**config.mk**
```make
export PLATFORM = sky130hd
export DESIGN_NAME = pbc_base_clock_selector
export DESIGN_NICKNAME = d
export VERILOG_FILES = /design/src/rtl/pbc_pkg.sv /design/src/rtl/pbc_base_clock_selector.sv /design/src/rtl/pbc_clock_switch.sv
export SDC_FILE = /design/constraint.sdc
export NUM_CORES = 1
export LEC_CHECK = 0
export ABC_AREA = 1
export BUFFER_PORTS_ARGS = -buffer_cell sky130_fd_sc_hd__buf_2
export CELL_PAD_IN_SITES_DETAIL_PLACEMENT = 1
export CELL_PAD_IN_SITES_GLOBAL_PLACEMENT = 2
export CORE_ASPECT_RATIO = 1.5
export CORE_MARGIN = 10
export CORE_UTILIZATION = 27
export CTS_CLUSTER_SIZE = 20
export DETAILED_ROUTE_END_ITERATION = 10
export GPL_TIMING_DRIVEN = 0
export PLACE_DENSITY = 0.84
export SYNTH_ARGS = -nofsm -noshare
export SYNTH_HDL_FRONTEND = slang
export SYNTH_SLANG_ARGS = --single-unit
```
**constraint.sdc**
```tcl
create_clock -name clk_sys -period 1.2 [get_ports clk_sys]
set_input_delay 0.36 -clock clk_sys [delete_from_list [all_inputs] [get_ports clk_sys]]
set_output_delay 0.36 -clock clk_sys [all_outputs]
set_load 0.01 [all_outputs]
```
**src/rtl/pbc_pkg.sv**
```systemverilog
// Package for the PLL base clock selector: field widths, reset values, carriers
package pbc_pkg;

	// Field widths of the PLL programming values
	localparam int PRESCALE_W = 2;
	localparam int RANGE_POW_W = 2;
	localparam int MULT_W = 12;
	localparam int MULT_HIGH_W = 4;
	localparam int LINEAR_W = 8;
	localparam int REFDIV_W = 4;
	localparam int BYTE_W = 8;
	localparam int RATIO_W = 15;

	// Field positions of the multiplier halves
	localparam int MULT_LOW_LSB = 0;
	localparam int MULT_HIGH_LSB = 8;

	// Reset values of the programming values and the control bits
	localparam logic RST_POWER_ON = 1'h1;
	localparam logic RST_BASE_SELECT = 1'h0;
	localparam logic [PRESCALE_W-1:0] RST_PRESCALE = 2'h0;
	localparam logic [RANGE_POW_W-1:0] RST_RANGE_POW = 2'h0;
	localparam logic [MULT_W-1:0] RST_MULT = 12'h040;
	localparam logic [LINEAR_W-1:0] RST_LINEAR = 8'h40;
	localparam logic [REFDIV_W-1:0] RST_REFDIV = 4'h1;

	// Source clock edges to wait for on each side during a switch-over
	localparam logic [1:0] SWITCH_EDGES = 2'h3;

	// Write into the control register
	typedef struct packed {
		logic pllPowerOn;
		logic baseClockSelect;
		logic [PRESCALE_W-1:0] prescaler;
		logic [RANGE_POW_W-1:0] rangePower;
	} pbc_ctrl_t;

	// Stored PLL programming values
	typedef struct packed {
		logic [PRESCALE_W-1:0] prescaler;
		logic [RANGE_POW_W-1:0] rangePower;
		logic [MULT_W-1:0] multiplier;
		logic [LINEAR_W-1:0] linearRange;
		logic [REFDIV_W-1:0] refDivider;
	} pbc_settings_t;

	// Settings as the analog loop should use them
	typedef struct packed {
		logic pllEnable;
		logic [MULT_W-1:0] effMultiplier;
		logic [REFDIV_W-1:0] effRefDivider;
		logic [RATIO_W-1:0] feedbackRatio;
		logic [PRESCALE_W-1:0] prescaler;
		logic [RANGE_POW_W-1:0] rangePower;
		logic [LINEAR_W-1:0] linearRange;
	} pbc_loop_t;

endpackage : pbc_pkg

```
**src/rtl/pbc_base_clock_selector.sv**
```systemverilog
// PLL setting store, power and source interlocks, and base clock selection
`timescale 1ns/1ps

// Notes on behaviour
// - Select bit chooses crystal or VCO source
// - Switch waits three edges per source, output held
// - Switched clock divided by two
// - No VCO selection while PLL is off
// - No power-off while VCO is selected
// - Power change and select change never together
// - Zero linear range disables PLL, forces crystal
// - Zero divider or multiplier acts as one
// - Ratio is N times two to P; output is that over R
// - Select reads zero when off or L zero
// - Power reads one while select is set
// - Programming values frozen while PLL is on
module pbc_base_clock_selector (
	input wire logic clk_sys,
	input wire logic rst_n,
	input wire logic crystalClock,
	input wire logic vcoClock,
	input wire logic ctrlWrite,
	input wire pbc_pkg::pbc_ctrl_t ctrlData,
	input wire logic multLowWrite,
	input wire logic multHighWrite,
	input wire logic rangeWrite,
	input wire logic refDivWrite,
	input wire logic [pbc_pkg::BYTE_W-1:0] writeData,
	output pbc_pkg::pbc_ctrl_t ctrlRead,
	output logic [pbc_pkg::BYTE_W-1:0] multLowRead,
	output logic [pbc_pkg::BYTE_W-1:0] multHighRead,
	output logic [pbc_pkg::BYTE_W-1:0] rangeRead,
	output logic [pbc_pkg::BYTE_W-1:0] refDivRead,
	output pbc_pkg::pbc_loop_t loopSettings,
	output logic baseClockOut,
	output logic vcoActive,
	output logic switchBusy
);
	import pbc_pkg::*;

	// The block is a small register file with two interlocked control bits.
	// Software sees only the read-back views, which apply the forcing at once.
	// The stored select may lag its view by one cycle while hardware clears it.
	// Nothing reports a refused write, so software must read back to confirm.
	// The analog loop itself sits outside; only its settings are kept here.

	// Stored control bits and the live programming values
	logic pllPowerOn;
	logic baseClockSelect;
	pbc_settings_t settings;
	logic linearZero;
	logic powerChange;
	// Next values of the two control bits
	logic next_pllPowerOn;
	logic next_baseClockSelect;
	logic programOpen;

	// Zero in a divider field means divide by one.
	// eff_mult is used by both the loop outputs and the ratio, so kept as functions
	// rather than repeated expressions.
	function automatic logic [MULT_W-1:0] eff_mult(input logic [MULT_W-1:0] v);
		eff_mult = (v == '0) ? MULT_W'(1) : v;
	endfunction : eff_mult

	function automatic logic [REFDIV_W-1:0] eff_div(input logic [REFDIV_W-1:0] v);
		eff_div = (v == '0) ? REFDIV_W'(1) : v;
	endfunction : eff_div

	// Zero range disables the loop
	assign linearZero = (settings.linearRange == '0);

	// Programming values are only open while the PLL is powered down.
	// Changing a divider under a running loop would throw it out of lock,
	// so every programming write is gated by the stored power bit.
	assign programOpen = ~pllPowerOn;

	// Power bit: a set select bit pins it on, so power-off is refused.
	// Refusing the write outright keeps the VCO alive while it still drives
	// the base clock; software must deselect first and wait for the switch.
	always_comb begin
		next_pllPowerOn = pllPowerOn;
		if (ctrlWrite && !baseClockSelect) begin
			next_pllPowerOn = ctrlData.pllPowerOn;
		end
	end

	// Power moves only when the write is not refused
	assign powerChange = (next_pllPowerOn != pllPowerOn);

	// Select bit: a write that also changes power leaves the select untouched.
	// Power and source never move in one write, so the loop is never asked to
	// start and carry the bus clock at once. The clear at the end wins over
	// any write, so a zero range or an unpowered loop can never be selected.
	always_comb begin
		next_baseClockSelect = baseClockSelect;
		if (ctrlWrite) begin
			if (powerChange) begin
				next_baseClockSelect = baseClockSelect;
			end else if (!pllPowerOn || linearZero) begin
				next_baseClockSelect = 1'b0;
			end else begin
				next_baseClockSelect = ctrlData.baseClockSelect;
			end
		end
		// Held clear whenever the PLL cannot supply a clock
		if (!pllPowerOn || linearZero) begin
			next_baseClockSelect = 1'b0;
		end
	end

	// Control bits; reset leaves the loop powered but the crystal selected.
	// The crystal stays the source until software selects the VCO.
	always_ff @(posedge clk_sys or negedge rst_n) begin
		if (!rst_n) begin
			pllPowerOn <= RST_POWER_ON;
			baseClockSelect <= RST_BASE_SELECT;
		end else begin
			pllPowerOn <= next_pllPowerOn;
			baseClockSelect <= next_baseClockSelect;
		end
	end

	// Prescaler and range power share the control write but freeze with the PLL on.
	// The freeze uses the stored power bit, so a power-off write cannot also
	// reprogram P and E; a second write is needed once the loop is down.
	always_ff @(posedge clk_sys or negedge rst_n) begin
		if (!rst_n) begin
			settings.prescaler <= RST_PRESCALE;
			settings.rangePower <= RST_RANGE_POW;
		end else if (ctrlWrite && programOpen) begin
			settings.prescaler <= ctrlData.prescaler;
			settings.rangePower <= ctrlData.rangePower;
		end
	end

	// Multiplier halves; upper bits of the high byte are not stored.
	// The halves are written one at a time; the loop sees the mixed value in
	// between, which is harmless because the loop is off while they are open.
	always_ff @(posedge clk_sys or negedge rst_n) begin
		if (!rst_n) begin
			settings.multiplier <= RST_MULT;
		end else if (programOpen) begin
			if (multLowWrite) begin
				settings.multiplier[MULT_HIGH_LSB-1:MULT_LOW_LSB] <= writeData;
			end
			if (multHighWrite) begin
				settings.multiplier[MULT_W-1:MULT_HIGH_LSB] <=
					writeData[MULT_HIGH_W-1:0];
			end
		end
	end

	// Linear range multiplier
	// A zero here disables the loop and blocks VCO selection downstream.
	always_ff @(posedge clk_sys or negedge rst_n) begin
		if (!rst_n) begin
			settings.linearRange <= RST_LINEAR;
		end else if (rangeWrite && programOpen) begin
			settings.linearRange <= writeData;
		end
	end

	// Reference divider
	// Only the low four bits are stored; a zero acts as a divide by one.
	always_ff @(posedge clk_sys or negedge rst_n) begin
		if (!rst_n) begin
			settings.refDivider <= RST_REFDIV;
		end else if (refDivWrite && programOpen) begin
			settings.refDivider <= writeData[REFDIV_W-1:0];
		end
	end

	// Read-back views; unimplemented bits read as zero.
	// Power reads as set while the select is set, and the select reads as clear
	// whenever the loop cannot supply a clock, even before hardware clears it.
	always_comb begin
		ctrlRead.pllPowerOn = pllPowerOn | baseClockSelect;
		ctrlRead.baseClockSelect = baseClockSelect & pllPowerOn & ~linearZero;
		ctrlRead.prescaler = settings.prescaler;
		ctrlRead.rangePower = settings.rangePower;
	end

	// Register views padded to a byte; unused upper bits are zero
	assign multLowRead = settings.multiplier[MULT_HIGH_LSB-1:MULT_LOW_LSB];
	assign multHighRead = {(BYTE_W - MULT_HIGH_W)'(0), settings.multiplier[MULT_W-1:MULT_HIGH_LSB]};
	assign rangeRead = settings.linearRange;
	assign refDivRead = {(BYTE_W - REFDIV_W)'(0), settings.refDivider};

	// Loop settings are registered so the analog side sees clean levels.
	// Ratio is the feedback divide N * 2^P; output frequency is that over R.
	// The one-cycle lag is the price of clean levels on the analog side.
	always_ff @(posedge clk_sys or negedge rst_n) begin
		if (!rst_n) begin
			loopSettings <= '0;
		end else begin
			loopSettings.pllEnable <= pllPowerOn & ~linearZero;
			loopSettings.effMultiplier <= eff_mult(settings.multiplier);
			loopSettings.effRefDivider <= eff_div(settings.refDivider);
			loopSettings.feedbackRatio <=
				RATIO_W'(eff_mult(settings.multiplier)) << settings.prescaler;
			loopSettings.prescaler <= settings.prescaler;
			loopSettings.rangePower <= settings.rangePower;
			loopSettings.linearRange <= settings.linearRange;
		end
	end

	// Transition logic and divide by two.
	// The raw select bit is the request; the switch synchronises it into both
	// source domains and gates each source only in its low phase. The output
	// is a divide by two, so the bus clock is half the source.
	pbc_clock_switch u_switch (
		.clk_sys(clk_sys),
		.rst_n(rst_n),
		.crystalClock(crystalClock),
		.vcoClock(vcoClock),
		.selectVco(baseClockSelect),
		.baseClockOut(baseClockOut),
		.activeVco(vcoActive),
		.switching(switchBusy)
	);

endmodule : pbc_base_clock_selector

```
**src/rtl/pbc_clock_switch.sv**
```systemverilog
// Glitch-free switch between crystal and VCO clock levels, followed by a divide by two
`timescale 1ns/1ps
module pbc_clock_switch (
	input wire logic clk_sys,
	input wire logic rst_n,
	input wire logic crystalClock,
	input wire logic vcoClock,
	input wire logic selectVco,
	output logic baseClockOut,
	output logic activeVco,
	output logic switching
);
	import pbc_pkg::*;

	typedef enum logic [1:0] {PBC_RUN, PBC_WAIT} pbc_sw_state_t;

	pbc_sw_state_t state;
	logic crystalPrev;
	logic vcoPrev;
	logic selCrystal;
	logic selVco;
	logic [1:0] crystalCount;
	logic [1:0] vcoCount;
	logic crystalRise;
	logic vcoRise;
	logic oldLow;
	logic newLow;
	logic countsDone;

	// Edge detection on the source levels
	always_ff @(posedge clk_sys or negedge rst_n) begin
		if (!rst_n) begin
			crystalPrev <= 1'b0;
			vcoPrev <= 1'b0;
		end else begin
			crystalPrev <= crystalClock;
			vcoPrev <= vcoClock;
		end
	end

	assign crystalRise = crystalClock & ~crystalPrev;
	assign vcoRise = vcoClock & ~vcoPrev;
	assign oldLow = activeVco ? ~vcoClock : ~crystalClock;
	assign newLow = selVco ? ~vcoClock : ~crystalClock;
	assign countsDone = (crystalCount == SWITCH_EDGES) && (vcoCount == SWITCH_EDGES);
	assign switching = (state == PBC_WAIT);

	// Request captured on the crystal's rising edge, and that copy passed on at the VCO's rising edge
	always_ff @(posedge clk_sys or negedge rst_n) begin
		if (!rst_n) begin
			selCrystal <= 1'b0;
			selVco <= 1'b0;
		end else begin
			if (crystalRise) begin
				selCrystal <= selectVco;
			end
			if (vcoRise) begin
				selVco <= selCrystal;
			end
		end
	end

	// Switch-over sequence; the old source is gated off only while it is low
	always_ff @(posedge clk_sys or negedge rst_n) begin
		if (!rst_n) begin
			state <= PBC_RUN;
			activeVco <= 1'b0;
			crystalCount <= 2'h0;
			vcoCount <= 2'h0;
		end else begin
			case (state)
				PBC_RUN: begin
					crystalCount <= 2'h0;
					vcoCount <= 2'h0;
					if ((selVco != activeVco) && oldLow) begin
						state <= PBC_WAIT;
					end
				end
				PBC_WAIT: begin
					if (crystalRise && crystalCount != SWITCH_EDGES) begin
						crystalCount <= crystalCount + 2'h1;
					end
					if (vcoRise && vcoCount != SWITCH_EDGES) begin
						vcoCount <= vcoCount + 2'h1;
					end
					// New source enters on its low phase so no runt pulse appears
					if (countsDone && newLow) begin
						activeVco <= selVco;
						state <= PBC_RUN;
					end
				end
				default: begin
					state <= PBC_RUN;
				end
			endcase
		end
	end

	// Divide by two; held static while the switch is in progress
	always_ff @(posedge clk_sys or negedge rst_n) begin
		if (!rst_n) begin
			baseClockOut <= 1'b0;
		end else if (state == PBC_RUN && (activeVco ? vcoRise : crystalRise)) begin
			baseClockOut <= ~baseClockOut;
		end
	end

endmodule : pbc_clock_switch

```
== Word level (Yosys, flattened, before mapping) ==
Index checks and enable logic that the tools add are counted.
Storage, ports and cells
  word-level logic and storage cells: 94
  register bits after elaboration: 86
  bits of input ports: 23
  output and inout bits: 85
Cells by class
  shifts and indexed selects: 1
  equal/unequal tests: 12
  $add $sub $neg: 2
  bitwise logic cells: 13
  multiplexer cells: 16
  reduce and logical (&&, ||, !) cells: 26
Operators with widths (number)
  $shl 12x2->15: 1
  $reduce_and 2->1: 7
  $logic_not 12->1: 1
  $mux 12: 1
  $pmux 2 s2: 3
  $logic_and 1x1->1: 10
  $ne 2x1->1 const B: 5
  $logic_not 8->1: 1
  $mux 2: 4
  $mux 1: 7
  $not 1->1: 7
  $and 1x1->1: 5
  $add 2x1->2 const B: 2
  $eq 2x2->1 const B: 2
  $logic_not 4->1: 1
  $mux 4: 1
  $ne 2x2->1 const B: 2
  $reduce_bool 2->1: 2
  $eq 2x1->1 const B: 1
  $logic_not 1->1: 2
  $logic_not 2->1: 1
  $ne 1x1->1: 2
  $logic_or 1x1->1: 1
  $or 1x1->1: 1

== Depth between registers and ports, before layout ==
Gate-level depths: netlist of the first run.
  depth in word-level cells: 7
  mapped depth: 7
  gate-level depth less buffers: 7

== Modules after synthesis ==
A second synthesis of the first run with hierarchy kept.
Unflattened totals
  cell total of the unflattened synthesis: 310
  area, all modules: 3233.1 um^2
By module, submodules not included
  pbc_base_clock_selector: cells each 249, seq. area each 1856.8 um^2, area each 2722.6 um^2, times used 1
  pbc_clock_switch: cells each 61, seq. area each 275.3 um^2, area each 510.5 um^2, times used 1

== Least setup slack after synthesis of the first run ==
OpenSTA, ideal clock, no wires.
  kind: register to output
  from: reg settings, in the netlist rangeRead[6]
  to: out ctrlRead[4] (netlist name)
  path buffers: 0
  slack: -0.069 ns
  stages on the path, launching flop included: 5
  required time: 0.840 ns
  arrival: 0.909 ns
  path through: dfstp_2 -> nor2_1 -> nand4_1 -> nand2_1 -> nor2_1
RTL lines
  start: declaration: RTL line pbc_base_clock_selector.sv:50  | pbc_settings_t settings;
  end: declaration: RTL line pbc_base_clock_selector.sv:29  | output pbc_pkg::pbc_ctrl_t ctrlRead,

==> results of run 1 <==
## cells by family after synthesis
kind of cell	share of synthesized area (%)
adder cells (fa/ha/maj)	0.781
AND/OR/NAND/NOR	12.5
buffers and inverters	7.54
flip-flops	66.6
multiplexers	4.14
other	0.117
AO/OA/AOI/OAI	7.81
XOR/XNOR	0.547
## layout make-up
type                       instances  area, µm²
buffer                            28        174
clock buffer                      11        233
clock inverter                     5       83.8
fill                            1279       6040
inverter                          25        101
multi-input combinational        170       1150
sequential                        85       2140
tap                              150        188
timing repair buffer             170       1480
## report_power, final
part           total [µW]  switching [µW]  leakage, µW  internal (µW)
registers            4370             552      0.00102           3820
logic                5530            2580      0.00158           2950
clock network        2950            1120     0.000146           1830
## placed cells by master (no fill, tap or decap), types with 2 or more instances in the layout
master and instances:
o21ai_1 15, conb_1 8, mux2i_1 9, nand2_8 5
nor2_2 11, clkinvlp_4 3, buf_8 4, buf_6 68
nor2_1 12, dfstp_2 4, o21ai_2 17, dfrtp_2 6
nand3_2 3, o21ai_0 6, clkbuf_1 16, nand2_1 34
a21oi_2 3, inv_2 2, nor2_4 2, nand2_4 2
ha_1 2, clkbuf_16 11, mux2_4 2, bufinv_16 2
buf_4 52, dfrtp_1 75, inv_1 20, a21oi_1 2
nand3_1 8, nand2_2 17, buf_2 54
## metrics by stage
stage | utilization [%] | setup TNS (ns) | area (µm²) | power, µW
2_1_floorplan | - | -0.0375 | 3230 | 6000
3_3_place_gp | 33.8 | -71.21 | 3920 | 7360
3_5_place_dp | 34.0 | -1.54 | 3950 | 7530
4_1_cts | 41.6 | -3.78 | 4820 | 11600
5_1_grt | 47.9 | -8.50 | 5550 | 13600
6_report | 47.9 | -4.60 | 5550 | 12900
## worst max path at each step
| stage | slack, ns | end | from |
|---|---|---|---|
| final | -0.46 | ctrlRead[4] | rangeRead[6] |
| after global routing | -0.55 | ctrlRead[4] | rangeRead[6] |
| after CTS | -0.52 | ctrlRead[4] | rangeRead[6] |
| after detailed placement | -0.23 | ctrlRead[4] | rangeRead[1] |
| after global placement | -0.85 | loopSettings[43] | rst_n |
| after floorplan | -0.04 | ctrlRead[4] | rangeRead[6] |
## registers in the layout, summed over array words and instances, names as in the netlist
register / flops
ctrlRead: 4
u_switch.baseClockOut: 1
u_switch.vcoPrev: 1
u_switch.selCrystal: 1
pllPowerOn: 1
multHighRead: 4
u_switch.selVco: 1
u_switch.state: 1
baseClockSelect: 1
u_switch.vcoCount: 2
rangeRead: 8
u_switch.activeVco: 1
u_switch.crystalCount: 2
multLowRead: 8
loopSettings: 44
u_switch.crystalPrev: 1
refDivRead: 4
## cells in the mapped netlist, types with 3 or more instances
master,count
inv_2,3
inv_1,22
a21oi_1,5
o21ai_1,5
nor2_1,24
clkbuf_1,14
nand2_1,55
buf_4,10
nand3_1,11
dfrtp_1,81
mux2i_1,11
o21ai_0,33
nand2_2,3
buf_2,4
dfstp_2,4
## repair_timing
item	4_1_cts	5_1_grt
setup endpoints to repair	87	115
pin swaps	5	14
cloned	0	5
hold buffers	1	0
buffers inserted	38	28
resized for setup	65	135
hold endpoints to repair	18	0
## per-layer routing
layer | up-vias | GRT usage, % | share of wire, %
met4 | 0 | 4.98 | 1.4
li1 | 1323 | - | -
met2 | 73 | 22.4 | 58
met5 | - | 0 | 0
met3 | 9 | 4.08 | 6.0
met1 | 1383 | 11.0 | 35
## critical path, stage by stage, from the launching register on
cell and delay, ns:
dfstp_2 0.53, nor2_1 0.04, nand4_1 0.12, nand2_2 0.08, nor2_2 0.07, buf_2 0.13
==> flow_summary.yaml, run 1 <==
run_status:
  outcome: "finished with violations"
  failed_checks: "negative setup slack"
worst_hold_path:
  whs_path_depth: 1
  hp-start: "crystalClock"
  min_path_type: "input pin to flop"
  hold_path_end: "u_switch.crystalPrev"
clock_tree:
  cts_root_buf: "clkbuf_16"
  clkLatencyLatePin_ns: 0.33
  htreeDepth: 3
  cts_sinks: 85
  cts_tree: "yes"
  cts_buffers: 9
  cts.path.max_buffers: 2
  clkTransAtPathRegs_ns: 0.06
yosys:
  synth_top_area_share_pct: 63.3
  synth_warnings: 0
  netlist_instances: 301
  syn_area_um2: 3200
  async_flop_share_pct: 100
  ys_top_cells_by_area: "dfrtp_1 (63%), nand2_1 (6.4%), o21ai_0 (5.2%)"
  synth_edf_count: 0
  ys_seq_area_share_pct: 66.6
  synth_area_leader_cell: "dfrtp_1"
  synth_cell_type_count: 29
  ys_ff_latch: 85
  syn_area_per_cell_um2: 10.6
  ys.flop_type: "dfrtp_1"
global_route:
  grt_antenna_before_repair: 0
  grt_first_pass_wirelength_mm: 15.2
  overflow: 0
  grt_pass1_vias: 2955
  grt_max_degree: 66
  grt_usage_pct: 11.9
placed_design:
  io_buffers: 99
  pre_cts_ws_ns: -0.232
  place_congestion: 0.760
  dp.cells: 558
  place_hpwl_mm: 6.94
timing:
  setup_viol: 70
  report.final.slew_viol_count: 0
  layout_setup_ws_ns: -0.461
  hold_viol: 0
  rsz0062_at_grt: "true"
  clock.fmax_mhz: 602
  fin_crit_ns: 1.66
  fin_crit_sh_pct: 138
  fin_hold_ws_ns: 0.152
  fin_worst_skew_ns: 0.00688
worst_setup_path:
  r2r_cells: 7
  r2r-end: "baseClockSelect"
  rr_startpoint: "pllPowerOn"
  cp-start-kind: "flop"
  crit_type: "flop to output port"
  end_kind: "output port"
  cp_max_fo: 2
  critical_path_required_ns: 0.84
  crit_arrival_ns: 1.30
  ff2ff_setup_slack_ns: -0.12
route:
  avgViaCountPerCell: 4.33
  drt_iter0_markers: 76
  antenna_left: 0
  wl_mm: 10.8
  routed-via-count: 2788
  first_pass_iters: 4
  wl_per_cell_um: 16.8
  drc: 0
floorplanning:
  die_y_um: 153
  fp.dieW_um: 109
  start_util_pct: 27.6
  die_area_um2: 16700
  rows: 48
  ios: 108
  core_area_um2: 11600
finish:
  syn_to_final_growth_pct: 73.2
  final_net_count: 514
  final_cells: 644
  diodes: 0
  drive_gt1_share_pct: 56.5
pwr:
  p_leak_uw: 0.00275
  pwr_density_cell_nw_per_um2: 2320
  peakVddDrop_mv: 0.748
job:
  cap_violations: 0
(Power assumes the default switching activity.)
==> run 2, diff against run 1 <==
--- a/config.mk
+++ b/config.mk
@@ -11,11 +11,12 @@
 export CELL_PAD_IN_SITES_GLOBAL_PLACEMENT = 2
 export CORE_ASPECT_RATIO = 1.5
 export CORE_MARGIN = 10
-export CORE_UTILIZATION = 27
+export CORE_UTILIZATION = 30
 export CTS_CLUSTER_SIZE = 20
 export DETAILED_ROUTE_END_ITERATION = 10
 export GPL_TIMING_DRIVEN = 0
-export PLACE_DENSITY = 0.84
+export PLACE_DENSITY = 0.88
 export SYNTH_ARGS = -nofsm -noshare
 export SYNTH_HDL_FRONTEND = slang
+export SYNTH_HIERARCHICAL = 1
 export SYNTH_SLANG_ARGS = --single-unit
==> constraint.sdc (replaced) <==
create_clock -name clk_sys -period 1.6 [get_ports clk_sys]
set_input_delay 0.48 -clock clk_sys [delete_from_list [all_inputs] [get_ports clk_sys]]
set_output_delay 0.48 -clock clk_sys [all_outputs]
set_load 0.01 [all_outputs]
==> flow_summary.yaml, run 2 <==
placed_design:
  placed_area_um2: 3970
  io_buffers: 99
  pre_cts_ws_ns: 0.0357
  place_hpwl_mm: 7.15
  place_congestion: 0.736
worst_setup_path:
  cp-start-kind: "flop"
  slowest_delay_ns: 0.54
  critical_path_required_ns: 1.12
  crit_type: "flop to output port"
  end_kind: "output port"
  r2r_cells: 4
  cp_cell_sequence: "nor2_2 > nand4_1 > nand2_2 > nor2_1 > buf_2"
  crit_arrival_ns: 1.32
  cp_slowest_cell: "dfstp_2"
  cp_max_fo: 2
clock_tree:
  cts.path.max_buffers: 2
  clkLatencyLatePin_ns: 0.33
  htreeDepth: 3
  cts_tree: "yes"
  cts_sinks: 85
  cts_root_buf: "clkbuf_16"
  clkTransAtPathRegs_ns: 0.06
  cts_buffers: 9
route:
  first_pass_iters: 4
  wl_per_cell_um: 15.9
  avgViaCountPerCell: 4.39
  drt_iter0_markers: 63
  antenna_left: 0
  wl_mm: 9.34
  routed-via-count: 2580
  drc: 0
timing:
  fin_crit_sh_pct: 112
  report.final.slew_viol_count: 0
  layout_setup_ws_ns: -0.197
  setup_viol: 2
  final.setup.tns_ns: -0.242
  clock.fmax_mhz: 556
  hold_viol: 0
  rsz0062_at_grt: "true"
  fin_worst_skew_ns: 0.00447
  fin_crit_ns: 1.80
pwr:
  seq_power_share_pct: 41.8
  p_sw_uw: 2640
  finalPower_uw: 7860
  peakVddDrop_mv: 0.741
  intPower_uw: 5220
  p_leak_uw: 0.00232
  pwr_density_cell_nw_per_um2: 1790
  pwr-share-clk_pct: 28.4
  combPwrFrac_pct: 29.9
  sw_frac_of_total_pct: 33.6
finish:
  final_net_count: 463
  top_register: "loopSettings"
  syn_to_final_growth_pct: 35.6
  final_util_pct: 41.4
  drive_gt1_share_pct: 34.8
  fin_area_um2: 4390
  largest_register_ffs: 44
  layout_common_cells: "buf_2 (98), dfrtp_1 (80), nand2_1 (59)"
  layout_commonest_cell: "buf_2"
yosys:
  synth_area_leader_cell: "dfrtp_1"
  netlist_instances: 310
  ys_seq_area_share_pct: 65.9
  yosysMostFrequentCell: "dfrtp_1"
  syn_area_um2: 3230
  synth_cell_type_count: 24
  async_flop_share_pct: 100
  syn_area_per_cell_um2: 10.4
  ys_top_cells_by_area: "dfrtp_1 (63%), nand2_1 (7.0%), o21ai_0 (6.7%)"
  synth_warnings: 6
  synth_edf_count: 0
  synthTopCellsByCount: "dfrtp_1 (81), nand2_1 (60), o21ai_0 (43), inv_1 (29), nor2_1 (24)"
  ys_ff_latch: 85
  synth_top_area_share_pct: 62.7
  ys.flop_type: "dfrtp_1"
global_route:
  grt_first_pass_wirelength_mm: 15.2
  grt_antenna_before_repair: 1
  overflow: 0
  grt_usage_pct: 12.3
  grt_pass1_vias: 2881
  grt_max_degree: 55
floorplanning:
  die_area_um2: 15400
  core_area_um2: 10600
  fp.dieW_um: 105
  die_y_um: 147
  start_util_pct: 30.5
  rows: 46
  ios: 108
run_status:
  failed_checks: "negative setup slack"
  outcome: "finished with violations"
worst_hold_path:
  min_path_type: "input pin to asynchronous set/reset pin"
job:
  cap_violations: 0
## run 2: changes by cell type after synthesis, sizes merged, moves of 3 or more
cell,delta
o21ai,+5
nand3,+3
inv,+5
nand2,+3
## run 2: area by class of cell
type / count / area, µm²
Fill cell: 1278 / 6200
Sequential cell: 85 / 2130
Multi-Input combinational cell: 175 / 861
Timing Repair Buffer: 110 / 607
Clock buffer: 9 / 225
Tap cell: 144 / 180
Buffer: 27 / 161
Inverter: 30 / 116
Clock inverter: 7 / 98.8
Antenna cell: 1 / 2.50
## run 2: cell families (layout without fill, tap and decap cells)
kind of cell / count (synthesis) / in the layout / synth area share [%]
compound gates: 48 / 48 / 7.43
buf+inv: 57 / 183 / 8.47
simple gates: 104 / 104 / 13.2
mux: 13 / 13 / 4.10
flops: 85 / 85 / 65.9
other cells: 1 / 9 / 0.116
fa+ha+maj: 2 / 2 / 0.774
## run 2: worst max-delay path, delay by kind of cell (launching register included)
family                 cells  cell delay (ns)
DFF                        1             0.54
and+or+nand+nor            4             0.32
buffers and inverters      1             0.14
## run 2: path summary, 6_finish.rpt
kind                                    from  slack (ns)              endpoint
min in group clk_sys            crystalClock        0.30  u_switch/crystalPrev
worst min-delay path                   rst_n        0.08      loopSettings[34]
max in group asynchronous              rst_n        0.86            pllPowerOn
worst max register to register    pllPowerOn        0.09           ctrlRead[0]
worst max-delay path            rangeRead[6]       -0.20           ctrlRead[4]
worst min register to register   ctrlRead[1]        0.41       loopSettings[9]
## run 2: power groups by stage
| stage | combinational [µW] | clock (µW) | sequential, µW |
|---|---|---|---|
| after floorplan | 890 | 0 | 3560 |
| after global placement | 2150 | 0 | 3300 |
| after detailed placement | 2250 | 0 | 3340 |
| after CTS | 2330 | 2290 | 3300 |
| after global routing | 2650 | 2400 | 3390 |
| final | 2350 | 2230 | 3280 |
## run 2: routing by layer
metal | global-route usage [%] | share of wire (%)
met1 | 12.4 | 36
met2 | 22.2 | 55
met3 | 4.51 | 7.0
met4 | 5.23 | 2.1
met5 | 0 | 0
## run 2: timing repair
item                                    4_1_cts  5_1_grt
buffers inserted                              4        6
resized for setup                             3        3
hold buffers                                  0        0
pin swaps                                     2        2
endpoints found under the setup margin        2        5
## run 2: per-stage QoR
step | hold WS (ns) | cells
5_1_grt | 0.102 | 588
6_report | 0.0830 | 588
4_1_cts | 0.0826 | 581
3_5_place_dp | 0.390 | 561
2_1_floorplan | 0.184 | 317
3_3_place_gp | 0.385 | 560
